--- config.mk ---
export PLATFORM = sky130hd
export DESIGN_NAME = absolute_position_readout
export DESIGN_NICKNAME = d
export VERILOG_FILES = /design/src/pkg/abs_readout_pkg.sv /design/src/abs_checksum.sv /design/src/confirm_timer.sv /design/src/absolute_position_readout.sv
export SDC_FILE = /design/constraint.sdc
export NUM_CORES = 1
export LEC_CHECK = 0
export BUFFER_PORTS_ARGS = -buffer_cell sky130_fd_sc_hd__buf_2
export CORE_ASPECT_RATIO = 0.5
export CORE_MARGIN = 4
export CORE_UTILIZATION = 62
export CTS_CLUSTER_DIAMETER = 30
export DETAILED_ROUTE_END_ITERATION = 12
export PLACE_DENSITY_LB_ADDON = 0.25
export SKIP_LAST_GASP = 1
export SLEW_MARGIN = 10
export SYNTH_ARGS = -nofsm -noshare
export SYNTH_HDL_FRONTEND = slang
export SYNTH_SLANG_ARGS = --single-unit
--- constraint.sdc ---
create_clock -name REF_CLK -period 10.2 [get_ports REF_CLK]
set_clock_uncertainty 0.2 [all_clocks]
set_input_delay 1.02 -clock REF_CLK [delete_from_list [all_inputs] [get_ports REF_CLK]]
set_output_delay 1.02 -clock REF_CLK [all_outputs]
set_load 0.005 [all_outputs]
--- src/pkg/abs_readout_pkg.sv ---
package abs_readout_pkg;

   // Clock and time base
   localparam int unsigned CLK_PERIOD_NS = 5;
   localparam int unsigned MS_NS = 1000000;
   localparam int unsigned MS_CYCLES_DEF = MS_NS / CLK_PERIOD_NS;
   localparam int unsigned TS_ADD_MIN_MS = 2;
   localparam int unsigned TR_MAX_MS = 200;
   localparam int unsigned TQ_MS = 1;
   localparam int unsigned TN_MS = 1;
   localparam int unsigned TIME_W = 40;

   // Frame geometry
   localparam int unsigned FRAME_BITS = 80;
   localparam logic [6:0] LAST_BIT = 7'h4f;

   // Parameter addresses
   localparam logic [15:0] ADDR_SNAPSHOT = 16'h0062;
   localparam logic [15:0] ADDR_STATUS = 16'h0064;
   localparam logic [15:0] ADDR_TURNS = 16'h0066;
   localparam logic [15:0] ADDR_PULSE = 16'h0068;
   localparam logic [15:0] ADDR_UNLOCK = 16'h0210;
   localparam logic [15:0] ADDR_DEBOUNCE = 16'h0212;
   localparam logic [15:0] ADDR_ENC_MODE = 16'h028a;
   localparam logic [15:0] ADDR_FORMAT = 16'h028c;
   localparam logic [15:0] ADDR_HOMING = 16'h028e;

   // Reset values
   localparam logic [15:0] RST_PARAM16 = 16'h0000;
   localparam logic [31:0] RST_PARAM32 = 32'h0000_0000;
   localparam logic [15:0] RST_DEBOUNCE = 16'h0002;

   // Command values and masks
   localparam logic [15:0] UNLOCK_KEY = 16'h010f;
   localparam logic [15:0] HOME_GO = 16'h0001;
   localparam logic [15:0] SNAP_READ = 16'h0001;
   localparam logic [15:0] SNAP_LOAD = 16'h0002;
   localparam logic [15:0] FORMAT_MASK = 16'h0007;
   localparam logic [15:0] ENC_MODE_MASK = 16'h0001;

   // Field positions
   localparam int unsigned FMT_IO_UNIT = 0;
   localparam int unsigned FMT_COMM_UNIT = 1;
   localparam int unsigned FMT_OVF_EN = 2;
   localparam int unsigned ST_LOST = 0;
   localparam int unsigned ST_BATT = 1;
   localparam int unsigned ST_TURN_OVF = 2;
   localparam int unsigned ST_PUU_OVF = 3;
   localparam int unsigned ST_W = 5;

   // Checksum constants
   localparam logic [15:0] CS_ADD0 = 16'ha700;
   localparam logic [15:0] CS_ADD1 = 16'h605a;
   localparam logic [15:0] CS_ADD2 = 16'h30a5;
   localparam logic [15:0] CS_FINAL = 16'h5a06;

   typedef enum logic [5:0] {
      S_IDLE = 6'h01,
      S_CONFIRM = 6'h02,
      S_WAIT_REQ = 6'h04,
      S_PRESENT = 6'h08,
      S_ERROR = 6'h10,
      S_DONE = 6'h20
   } rd_state_t;

endpackage

--- src/abs_checksum.sv ---
`timescale 1ns/10ps
module abs_checksum (
   input wire logic [15:0] word0,
   input wire logic [15:0] word1,
   input wire logic [15:0] word2,
   input wire logic [15:0] word3,
   output logic [15:0] sum
);
   typedef struct packed {
      logic [15:0] acc;
   } cs_t;

   cs_t c;

   // Unsigned 16-bit chain, carries dropped
   always_comb begin
      c.acc = 16'(word0 + abs_readout_pkg::CS_ADD0);
      c.acc = 16'((c.acc ^ word1) + abs_readout_pkg::CS_ADD1);
      c.acc = 16'((c.acc ^ word2) + abs_readout_pkg::CS_ADD2);
      c.acc = 16'((c.acc ^ word3) + abs_readout_pkg::CS_FINAL);
   end

   assign sum = c.acc;
endmodule

--- src/confirm_timer.sv ---
`timescale 1ns/10ps
module confirm_timer #(
   parameter int W = 40
) (
   input wire logic clk,
   input wire logic rst_b,
   input wire logic level,
   input wire logic [W-1:0] target,
   output logic done
);
   typedef struct packed {
      logic [W-1:0] cnt;
   } tmr_t;

   tmr_t r;
   tmr_t n;

   // Counts cycles the level has held, saturating at the target
   always_comb begin
      n = r;
      if (!level) begin
         n.cnt = '0;
      end else if (r.cnt < target) begin
         n.cnt = W'(r.cnt + 1'b1);
      end
   end

   always_ff @(posedge clk or negedge rst_b) begin
      if (!rst_b) begin
         r <= '0;
      end else begin
         r <= n;
      end
   end

   assign done = level && (r.cnt >= target);
endmodule

--- src/absolute_position_readout.sv ---
// Notes on behaviour
// - Homing write needs prior unlock value 271
// - Parameter homing blocked in path register mode
// - Unit bit 0: checksum, position, zero, status
// - Unit bit 1: checksum, pulse, turns, status
// - Checksum: add/xor chain, 16-bit unsigned
// - Enable confirmed after debounce, pins reassigned
// - Falling request means read request
// - After Tq, present bit and raise ready in the same cycle
// - After Tn high request, drop ready
// - No acknowledge within Tr: error, abort
// - Error clears when enable seen low
// - After 80 bits, pins return to normal
// - Lost, battery or turn overflow at confirm: error
// - Snapshot copies status and position parameters
// - Snapshot 2 also reloads drive coordinate
// - Snapshot parameter self-clears when data valid
// - Lost or turn overflow status marks position invalid
// - Absolute mode needs absolute motor, boot-effective
// - Format bits: io unit, comm unit, alarms
// - Status word bits 0-4, rest zero
`timescale 1ns/10ps
module absolute_position_readout #(
   parameter int unsigned MS_CYCLES = abs_readout_pkg::MS_CYCLES_DEF
) (
   input wire logic REF_CLK,
   input wire logic RST_B,
   input wire logic PAR_WE,
   input wire logic PAR_RE,
   input wire logic [15:0] PAR_ADDR,
   input wire logic [31:0] PAR_WDATA,
   output logic [31:0] PAR_RDATA,
   input wire logic READOUT_ENABLE,
   input wire logic GENERAL_INPUT_4,
   input wire logic ORIG_OUTPUT_2,
   input wire logic ORIG_OUTPUT_3,
   output logic GENERAL_OUTPUT_2,
   output logic GENERAL_OUTPUT_3,
   output logic INPUT_4_FUNC,
   output logic PINS_REASSIGNED,
   output logic READOUT_ERROR,
   input wire logic [4:0] ENC_STATUS,
   input wire logic [15:0] ENC_TURNS,
   input wire logic [31:0] ENC_PULSE,
   input wire logic [31:0] ENC_USER_POS,
   input wire logic ENC_MOTOR_ABSOLUTE,
   input wire logic ENC_MODE_STORED,
   input wire logic PATH_REGISTER_MODE,
   output logic HOME_START,
   output logic COORD_LOAD,
   output logic ABSOLUTE_MODE_FLAG,
   output logic ENC_MODE_FAULT,
   output logic POSITION_INVALID,
   output logic OVERFLOW_ALARM
);
   localparam int unsigned TW = abs_readout_pkg::TIME_W;

   typedef struct packed {
      abs_readout_pkg::rd_state_t st;
      logic [79:0] frame;
      logic [6:0] bit_idx;
      logic [39:0] tr_cnt;
      logic sdata;
      logic ready;
      logic err;
      logic swapped;
      logic in4_hold;
      logic out2;
      logic out3;
      logic in4_func;
      logic [15:0] unlock;
      logic [15:0] debounce;
      logic [15:0] enc_mode;
      logic [15:0] fmt;
      logic [15:0] snap;
      logic [15:0] status;
      logic [31:0] turns;
      logic [31:0] pulse;
      logic mode_abs;
      logic boot_done;
      logic home_go;
      logic coord_load;
      logic [31:0] rdata;
   } core_t;

   core_t r;
   core_t n;

   logic [TW-1:0] ts_target;
   logic [TW-1:0] tq_target;
   logic [TW-1:0] tn_target;
   logic [TW-1:0] tr_limit;
   logic ts_done;
   logic tq_done;
   logic tn_done;
   logic [15:0] w0;
   logic [15:0] w1;
   logic [31:0] pos;
   logic [15:0] csum;
   logic enc_fault;

   // Register read decode
   function automatic logic [31:0] reg_read(input core_t s, input logic [15:0] addr);
      logic [31:0] v;
      v = 32'h0000_0000;
      case (addr)
         abs_readout_pkg::ADDR_SNAPSHOT: v = {16'h0000, s.snap};
         abs_readout_pkg::ADDR_STATUS: v = {16'h0000, s.status};
         abs_readout_pkg::ADDR_TURNS: v = s.turns;
         abs_readout_pkg::ADDR_PULSE: v = s.pulse;
         abs_readout_pkg::ADDR_UNLOCK: v = {16'h0000, s.unlock};
         abs_readout_pkg::ADDR_DEBOUNCE: v = {16'h0000, s.debounce};
         abs_readout_pkg::ADDR_ENC_MODE: v = {16'h0000, s.enc_mode};
         abs_readout_pkg::ADDR_FORMAT: v = {16'h0000, s.fmt};
         default: v = 32'h0000_0000;
      endcase
      return v;
   endfunction

   // Handshake timing targets
   assign ts_target = TW'((TW'(r.debounce) + TW'(abs_readout_pkg::TS_ADD_MIN_MS))
                          * TW'(MS_CYCLES));
   assign tq_target = TW'(TW'(abs_readout_pkg::TQ_MS) * TW'(MS_CYCLES));
   assign tn_target = TW'(TW'(abs_readout_pkg::TN_MS) * TW'(MS_CYCLES));
   assign tr_limit = TW'(TW'(abs_readout_pkg::TR_MAX_MS) * TW'(MS_CYCLES));

   confirm_timer #(.W(TW)) u_ts (
      .clk(REF_CLK),
      .rst_b(RST_B),
      .level(READOUT_ENABLE && (r.st == abs_readout_pkg::S_CONFIRM)),
      .target(ts_target),
      .done(ts_done)
   );

   confirm_timer #(.W(TW)) u_tq (
      .clk(REF_CLK),
      .rst_b(RST_B),
      .level(!GENERAL_INPUT_4 && (r.st == abs_readout_pkg::S_WAIT_REQ)),
      .target(tq_target),
      .done(tq_done)
   );

   confirm_timer #(.W(TW)) u_tn (
      .clk(REF_CLK),
      .rst_b(RST_B),
      .level(GENERAL_INPUT_4 && (r.st == abs_readout_pkg::S_PRESENT)),
      .target(tn_target),
      .done(tn_done)
   );

   // Frame words by io unit select
   always_comb begin
      w0 = {11'h000, ENC_STATUS};
      if (r.fmt[abs_readout_pkg::FMT_IO_UNIT]) begin
         w1 = ENC_TURNS;
         pos = ENC_PULSE;
      end else begin
         w1 = 16'h0000;
         pos = ENC_USER_POS;
      end
   end

   abs_checksum u_cs (
      .word0(w0),
      .word1(w1),
      .word2(pos[15:0]),
      .word3(pos[31:16]),
      .sum(csum)
   );

   assign enc_fault = ENC_STATUS[abs_readout_pkg::ST_LOST]
                      | ENC_STATUS[abs_readout_pkg::ST_BATT]
                      | ENC_STATUS[abs_readout_pkg::ST_TURN_OVF];

   always_comb begin
      n = r;
      n.home_go = 1'b0;
      n.coord_load = 1'b0;

      // Stored encoder mode applies once after power-up
      if (!r.boot_done) begin
         n.boot_done = 1'b1;
         n.enc_mode = {15'h0000, ENC_MODE_STORED};
         n.mode_abs = ENC_MODE_STORED;
      end

      // Snapshot completes one cycle after its write
      if (r.snap != abs_readout_pkg::RST_PARAM16) begin
         n.status = {11'h000, ENC_STATUS};
         if (r.fmt[abs_readout_pkg::FMT_COMM_UNIT]) begin
            n.turns = {{16{ENC_TURNS[15]}}, ENC_TURNS};
            n.pulse = ENC_PULSE;
         end else begin
            n.turns = abs_readout_pkg::RST_PARAM32;
            n.pulse = ENC_USER_POS;
         end
         n.coord_load = (r.snap == abs_readout_pkg::SNAP_LOAD);
         n.snap = abs_readout_pkg::RST_PARAM16;
      end

      // Parameter writes; a new snapshot write beats the self-clear
      if (PAR_WE) begin
         case (PAR_ADDR)
            abs_readout_pkg::ADDR_UNLOCK: n.unlock = PAR_WDATA[15:0];
            abs_readout_pkg::ADDR_DEBOUNCE: n.debounce = PAR_WDATA[15:0];
            abs_readout_pkg::ADDR_ENC_MODE: begin
               n.enc_mode = PAR_WDATA[15:0] & abs_readout_pkg::ENC_MODE_MASK;
            end
            abs_readout_pkg::ADDR_FORMAT: begin
               n.fmt = PAR_WDATA[15:0] & abs_readout_pkg::FORMAT_MASK;
            end
            abs_readout_pkg::ADDR_HOMING: begin
               n.home_go = (PAR_WDATA[15:0] == abs_readout_pkg::HOME_GO)
                           && (r.unlock == abs_readout_pkg::UNLOCK_KEY)
                           && !PATH_REGISTER_MODE;
            end
            abs_readout_pkg::ADDR_SNAPSHOT: begin
               if ((PAR_WDATA[15:0] == abs_readout_pkg::SNAP_READ)
                   || (PAR_WDATA[15:0] == abs_readout_pkg::SNAP_LOAD)) begin
                  n.snap = PAR_WDATA[15:0];
               end
            end
            default: n.unlock = r.unlock;
         endcase
      end

      if (PAR_RE) begin
         n.rdata = reg_read(r, PAR_ADDR);
      end

      // Bit-serial readout handshake
      if (!READOUT_ENABLE) begin
         n.st = abs_readout_pkg::S_IDLE;
         n.err = 1'b0;
         n.swapped = 1'b0;
         n.ready = 1'b0;
         n.sdata = 1'b0;
      end else begin
         case (r.st)
            abs_readout_pkg::S_IDLE: begin
               n.st = abs_readout_pkg::S_CONFIRM;
            end
            abs_readout_pkg::S_CONFIRM: begin
               if (ts_done) begin
                  if (enc_fault) begin
                     n.err = 1'b1;
                     n.st = abs_readout_pkg::S_ERROR;
                  end else begin
                     n.frame = {csum, pos, w1, w0};
                     n.swapped = 1'b1;
                     n.in4_hold = GENERAL_INPUT_4;
                     n.bit_idx = 7'h00;
                     n.st = abs_readout_pkg::S_WAIT_REQ;
                  end
               end
            end
            abs_readout_pkg::S_WAIT_REQ: begin
               if (tq_done) begin
                  n.sdata = r.frame[r.bit_idx];
                  n.ready = 1'b1;
                  n.tr_cnt = '0;
                  n.st = abs_readout_pkg::S_PRESENT;
               end
            end
            abs_readout_pkg::S_PRESENT: begin
               if (!GENERAL_INPUT_4) begin
                  n.tr_cnt = TW'(r.tr_cnt + 1'b1);
               end
               if (tn_done) begin
                  n.ready = 1'b0;
                  if (r.bit_idx == abs_readout_pkg::LAST_BIT) begin
                     n.swapped = 1'b0;
                     n.st = abs_readout_pkg::S_DONE;
                  end else begin
                     n.bit_idx = 7'(r.bit_idx + 1'b1);
                     n.st = abs_readout_pkg::S_WAIT_REQ;
                  end
               end else if (r.tr_cnt >= tr_limit) begin
                  n.err = 1'b1;
                  n.ready = 1'b0;
                  n.swapped = 1'b0;
                  n.st = abs_readout_pkg::S_ERROR;
               end
            end
            abs_readout_pkg::S_ERROR: n.st = abs_readout_pkg::S_ERROR;
            abs_readout_pkg::S_DONE: n.st = abs_readout_pkg::S_DONE;
            default: n.st = abs_readout_pkg::S_IDLE;
         endcase
      end

      // Pin function multiplexing, data held with ready
      n.out2 = n.swapped ? n.ready : ORIG_OUTPUT_2;
      n.out3 = n.swapped ? n.sdata : ORIG_OUTPUT_3;
      n.in4_func = n.swapped ? n.in4_hold : GENERAL_INPUT_4;
   end

   always_ff @(posedge REF_CLK or negedge RST_B) begin
      if (!RST_B) begin
         r.st <= abs_readout_pkg::S_IDLE;
         r.frame <= '0;
         r.bit_idx <= 7'h00;
         r.tr_cnt <= '0;
         r.sdata <= 1'b0;
         r.ready <= 1'b0;
         r.err <= 1'b0;
         r.swapped <= 1'b0;
         r.in4_hold <= 1'b0;
         r.out2 <= 1'b0;
         r.out3 <= 1'b0;
         r.in4_func <= 1'b0;
         r.unlock <= abs_readout_pkg::RST_PARAM16;
         r.debounce <= abs_readout_pkg::RST_DEBOUNCE;
         r.enc_mode <= abs_readout_pkg::RST_PARAM16;
         r.fmt <= abs_readout_pkg::RST_PARAM16;
         r.snap <= abs_readout_pkg::RST_PARAM16;
         r.status <= abs_readout_pkg::RST_PARAM16;
         r.turns <= abs_readout_pkg::RST_PARAM32;
         r.pulse <= abs_readout_pkg::RST_PARAM32;
         r.mode_abs <= 1'b0;
         r.boot_done <= 1'b0;
         r.home_go <= 1'b0;
         r.coord_load <= 1'b0;
         r.rdata <= abs_readout_pkg::RST_PARAM32;
      end else begin
         r <= n;
      end
   end

   assign PAR_RDATA = r.rdata;
   assign GENERAL_OUTPUT_2 = r.out2;
   assign GENERAL_OUTPUT_3 = r.out3;
   assign INPUT_4_FUNC = r.in4_func;
   assign PINS_REASSIGNED = r.swapped;
   assign READOUT_ERROR = r.err;
   assign HOME_START = r.home_go;
   assign COORD_LOAD = r.coord_load;
   assign ABSOLUTE_MODE_FLAG = r.mode_abs;
   assign ENC_MODE_FAULT = r.mode_abs && !ENC_MOTOR_ABSOLUTE;
   assign POSITION_INVALID = r.status[abs_readout_pkg::ST_LOST]
                             | r.status[abs_readout_pkg::ST_TURN_OVF];
   assign OVERFLOW_ALARM = r.fmt[abs_readout_pkg::FMT_OVF_EN]
                           && (r.fmt[abs_readout_pkg::FMT_IO_UNIT]
                               ? ENC_STATUS[abs_readout_pkg::ST_TURN_OVF]
                               : ENC_STATUS[abs_readout_pkg::ST_PUU_OVF]);
endmodule

* Yosys cells after proc, flatten, opt, wreduce, memory -nomap -nowiden
Index checks and enable logic that the tools add are counted.
** Storage, ports and cells
- Word-level logic and storage cells :: 170
- Register bits :: 422
- Input port bits :: 144
** Cells by class
- Reduce and logical (&&, ||, !) cells :: 25
- Bitwise gates (word level) :: 7
- Order comparisons :: 8
- $add $sub $neg :: 10
- $mul :: 1
- Muxes and demuxes :: 55
- Equal/unequal tests :: 36
** Operator list (number)
- 40-bit two-way mux :: 7
- 32-bit case mux with 8 select lines :: 1
- 40-bit by 1-bit adder with 40-bit output (second input constant) :: 4
- 96-bit two-way mux :: 1
- 93-bit two-way mux :: 1
- 87-bit two-way mux :: 1
- 16-bit by 10-bit equality test with 1-bit output (second input constant) :: 5
- 40-bit by 18-bit greater-or-equal comparator with 1-bit output (second input constant) :: 2
- 40-bit by 18-bit less-than comparator with 1-bit output (second input constant) :: 2
- 16-bit two-way mux :: 5
- 40-bit case mux with 2 select lines :: 1
- 16-bit by 7-bit equality test with 1-bit output (second input constant) :: 4
- 64-bit two-way mux :: 1
- 48-bit two-way mux :: 1
- 16-bit bitwise XOR :: 3
- 42-bit two-way mux :: 1
- 40-bit by 26-bit greater-or-equal comparator with 1-bit output (second input constant) :: 1
- 40-bit by 35-bit greater-or-equal comparator with 1-bit output :: 1
- 40-bit by 35-bit less-than comparator with 1-bit output :: 1
- 6-bit case mux with 6 select lines :: 1
- 16-bit by 15-bit adder with 16-bit output (second input constant) :: 2
- 16-bit by 2-bit equality test with 1-bit output (second input constant) :: 2
- 32-bit two-way mux :: 1
- 6-bit two-way mux :: 5
- other kinds (42) :: 88

* Logic depth before layout (Yosys ltp)
- Word-level depth :: 11
- Gate-level depth with buffers :: 39
- Mapped depth without buffers :: 37

* Cells and area by module
A second synthesis with hierarchy kept.
** Unflattened totals
- Cell total of the unflattened synthesis :: 3142
- Area total of the unflattened synthesis :: 29390.7 um2
** By module, submodules not included
- absolute_position_readout :: sequential area each 7159.4 um2, cells an instance 1761, area each 17862.1 um2, times used 1
- confirm_timer (u_tn ...) :: sequential area each 1001.0 um2, cells an instance 399, area each 3349.5 um2, times used 2
- confirm_timer (u_ts) :: sequential area each 1001.0 um2, cells an instance 384, area each 3210.6 um2, times used 1
- abs_checksum :: sequential area each 0.0 um2, cells an instance 199, area each 1619.1 um2, times used 1

* Worst setup path before layout
No wires, ideal clock.
- Path kind :: reg2reg
- Start :: reg r[165] in the netlist's numbering
- End :: reg r[268] in the netlist's numbering
- Setup time :: 0.083 ns
- Period minus slack after synthesis :: 8.178 ns
- Arrival time :: 7.896 ns
- Cell stages (with the launch flop) :: 37
- Buffers on the path :: 3
- Setup slack :: 2.022 ns
- Path through :: dfstp_2 nand3_1 nor2_1 nand2_1 nor2_1 nand3_1 xnor2_1 ha_1 ha_1 inv_1 fa_1 inv_1 fa_1 inv_1 fa_1 inv_1 ha_1 inv_1 nor2_1 o21a_1 o21a_1 o21ai_0 nand2b_1 a21oi_1 o22ai_1 or4_1 and3_1 a211oi_1 ha_1 a2111oi_0 o21a_1 o32a_1 clkbuf_1 buf_1 clkbuf_1 nand2_1 o21ai_0
** On the way
- Longest elaborated chain between the ends :: 5
** Ends and longest elaborated chain
- from (decl) :: line absolute_position_readout.sv:86 : core_t r;
- 16-bit by 2-bit adder with 17-bit output :: line absolute_position_readout.sv:121 : assign ts_target = TW'((TW'(r.debounce) + TW'(abs_readout_pkg::TS_ADD_MIN_MS))
- 17-bit by 12-bit multiplier with 29-bit output :: line absolute_position_readout.sv:122 : * TW'(MS_CYCLES));
- 40-bit by 35-bit greater-or-equal comparator with 1-bit output :: line confirm_timer.sv:36 : assign done = level && (r.cnt >= target);
- 1-bit logical AND :: line confirm_timer.sv:36
- 4-bit AND reduction (no line)
Every way passes these cells.
A chain may end at the register's enable or synchronous reset.

* Final worst setup path
- Start :: reg r[165] in the netlist's numbering
- End :: reg r[246] in the netlist's numbering
** On the way
- Longest elaborated chain between the ends :: 6
** Ends and longest elaborated chain (line)
- 16-bit by 2-bit adder with 17-bit output :: absolute_position_readout.sv:121
- 17-bit by 12-bit multiplier with 29-bit output :: absolute_position_readout.sv:122
- 40-bit by 35-bit greater-or-equal comparator with 1-bit output :: confirm_timer.sv:36
- 1-bit logical AND :: confirm_timer.sv:36
- 2-bit inequality test (no line)
- 6-bit AND reduction (no line)
Every way passes these cells.

==> impl_metrics.yaml <==
status:
  run_status: "complete, no violations"
hold_path:
  worstHoldPathCells: 2
  hp-class: "register to register"
  min_from: "r[326]"
  whs_endpoint: "r[326]"
layout:
  mostFrequentLayoutCells: "dfrtp_1, nand2_1, nor2_1, inv_1, buf_2"
  drive_above_1_share_pct: 14.1
  nFillCells: 2937
  seqCellArea_um2: 10200
  multiInputGateArea_um2: 13500
  num_antenna_cells: 0
  syn2layout_area_growth_pct: 12.1
  nNetsFinal: 3042
  final_common_cell: "dfrtp_1"
detailed_routing:
  ant_nets: 0
  drt-initial-drc-count: 1627
  via_count: 19600
  first_pass_iters: 9
  viasPerCell: 5.96
  drc_errors: 0
  routed_wl_um: 62600
  route.detailed.wl_per_inst_um: 19.1
synthesis:
  ys_types: 94
  ys.flop_type: "dfrtp_1"
  synth_seq_cells: 406
  yosys.area.top_type: "dfrtp_1"
  async_reset_ff_share_pct: 100
  synth_adder_area_share_pct: 10.9
  ys_warn_count: 0
  synth_area_um2: 25000
  synthXorXnorAreaFrac_pct: 8.18
  synth-simple-area-share_pct: 16.8
  synth_top_area_share_pct: 40.4
  netlist_instances: 2591
  synthMuxAreaShare_pct: 6.30
  netlist_top_cells_area: "dfrtp_1, ha_1, xor2_1"
  synth_edf_count: 0
  syn_avg_cell_area_um2: 9.66
  synth_compound_area_share_pct: 11.5
  synth_top_family_by_area: "simple AND/OR/NAND/NOR gates"
  ys_seq_area_share_pct: 40.6
grt:
  overflow: 0
  grt_max_degree: 160
  antenna_found_initial: 1
  grt_usage_pct: 28.9
  grt_pass1_vias: 19700
  grt_first_pass_wirelength_um: 102000
setup_path:
  crit_arrival_ps: 9620
  crit_slowest_cell: "dfstp_2"
  r2r-start: "r[165]"
  reg2reg_to: "r[246]"
  cp-start-kind: "register"
  rrSetupSlack_ps: 890
  r2r_cells: 35
  critical_path_class: "register to register"
  max_stage_delay_ps: 710
  crit_top_cell: "inv_1"
  end_kind: "register"
  required_ps: 10510
  cp_max_fo: 39
place:
  place_ws_ps: 957
  hpwlAfterDp_um: 45200
  routabilityCongestion: 0.942
  port_buffers: 170
clocking:
  cts_inserted_buffers: 55
  clkSlewWorstSetupHoldPaths_ps: 70
  h-tree-depth: 2
  cts-resized-gates: 0
  hold_buffers: 0
  cts.sinks: 406
  cts_setup_buffers: 0
  cts_tree: "yes"
  clockBufferDepth: 3
  clock_latency_ps: 590
  cts-root-buf: "clkbuf_16"
timing:
  worst-slew-pin-transition_ps: 1110
  max_slew_margin_pct: 25.1
  setup-tns-final_ps: 0
  setup_viol: 0
  period_share_pct: 91.3
  fmax_mhz: 107
  finalHoldViolations: 0
  rsz0062_at_grt: "false"
  slew_violations: 0
  timing.final.crit_period_ps: 9310
  setup_ws_ps: 891
power:
  p_leak_uw: 0.0133
  vdd_drop_max_uv: 125
  powerDensity_nw_per_um2: 139
floorplanning:
  die_area_um2: 43800
  core-area_um2: 39400
  die_h_um: 150
  die_x_um: 292
  rows: 51
  io_pins: 187
  initial_core_util_pct: 63.5
job:
  max_cap_viol_count: 0
[worst max path at each step]
stage | start | to | cells past startpoint | slack, ps
6_report | r[165] | r[246] | 35 | 890
5_1_grt | r[165] | r[248] | 35 | 180
4_1_cts | r[165] | r[246] | 35 | 910
3_5_place_dp | r[165] | r[246] | 35 | 960
3_3_place_gp | r[165] | r[246] | 35 | 1010
2_1_floorplan | r[165] | r[268] | 36 | 2020
[cell usage after synthesis, types with 20 or more instances]
cell type and number:
dfrtp_1 404, nand2_1 247, nor2_1 218, inv_1 190, o21ai_0 147, ha_1 145, xor2_1 133, a21oi_1 92
clkbuf_1 90, xnor2_1 90, nand3_1 70, mux2i_1 64, and3_1 62, fa_1 46, nand4_1 43, mux2_2 42
and2_1 37, a22oi_1 36, buf_4 36, o22ai_1 34, nor3_1 28, nor4_1 28, a21o_1 26, nor2b_1 26
nand2b_1 22, mux4_2 20
[per-layer routing]
metal	wire, µm	vias up	global-route usage (%)
met2	29900	601	48.5
li1	-	9179	-
met3	3790	152	5.22
met1	26600	9637	38.0
met5	9	-	0
met4	2390	2	10.4
[per-stage QoR]
| stage | area (µm²) | utilization (%) | hold WS, ps | power (µW) | std cells |
|---|---|---|---|---|---|
| floorplan | 25100 | - | 242 | 1790 | 2604 |
| global placement | 26100 | 66.3 | 257 | 1900 | 3180 |
| detailed placement | 26100 | 66.3 | 267 | 1900 | 3180 |
| CTS | 28100 | 71.3 | 280 | 3910 | 3282 |
| global route | 28100 | 71.3 | 303 | 4020 | 3282 |
| finish | 28100 | 71.3 | 280 | 3890 | 3282 |
[logic make-up after synthesis]
| kind of cell | Yosys count |
|---|---|
| AND/OR/NAND/NOR | 856 |
| other | 2 |
| flip-flops | 406 |
| buffers and inverters | 334 |
| AO/OA/AOI/OAI | 448 |
| XOR/XNOR | 227 |
| adder cells (fa/ha/maj) | 191 |
| multiplexers | 127 |
[report_power, final]
part	leakage [µW]	total, µW	switching (µW)	internal (µW)
registers	0.00552	1640	11.7	1630
logic	0.00684	238	152	86.1
clock network	0.000945	2020	831	1190
[cell type report]
type                    instances  share of cell area, %
clock buffers                  57                   4.93
clock inverters                45                   1.98
inverters                     190                   2.54
multi-input cells            1864                   48.2
flip-flops and latches        406                   36.2
well taps                     530                   2.36
repair buffers                190                   3.69
[flip-flops by register name, summed over array words and instances, names as in the netlist]
register and flops:
ABSOLUTE_MODE_FLAG 1, COORD_LOAD 1, GENERAL_OUTPUT_3 1, u_tn.r 40, u_ts.r 40, u_tq.r 40
GENERAL_OUTPUT_2 1, INPUT_4_FUNC 1, HOME_START 1, READOUT_ERROR 1, PAR_RDATA 32, r 246
PINS_REASSIGNED 1
[critical path, delay by kind of cell (launching register included)]
kind / cells / cell delay, ps
AO/OA/AOI/OAI: 10 / 2410
XOR/XNOR: 1 / 350
adder cells (fa/ha/maj): 7 / 2840
buffers and inverters: 6 / 810
flip-flops: 1 / 710
AND/OR/NAND/NOR: 11 / 1860
Note: power is estimated with default switching activity, not from simulation.
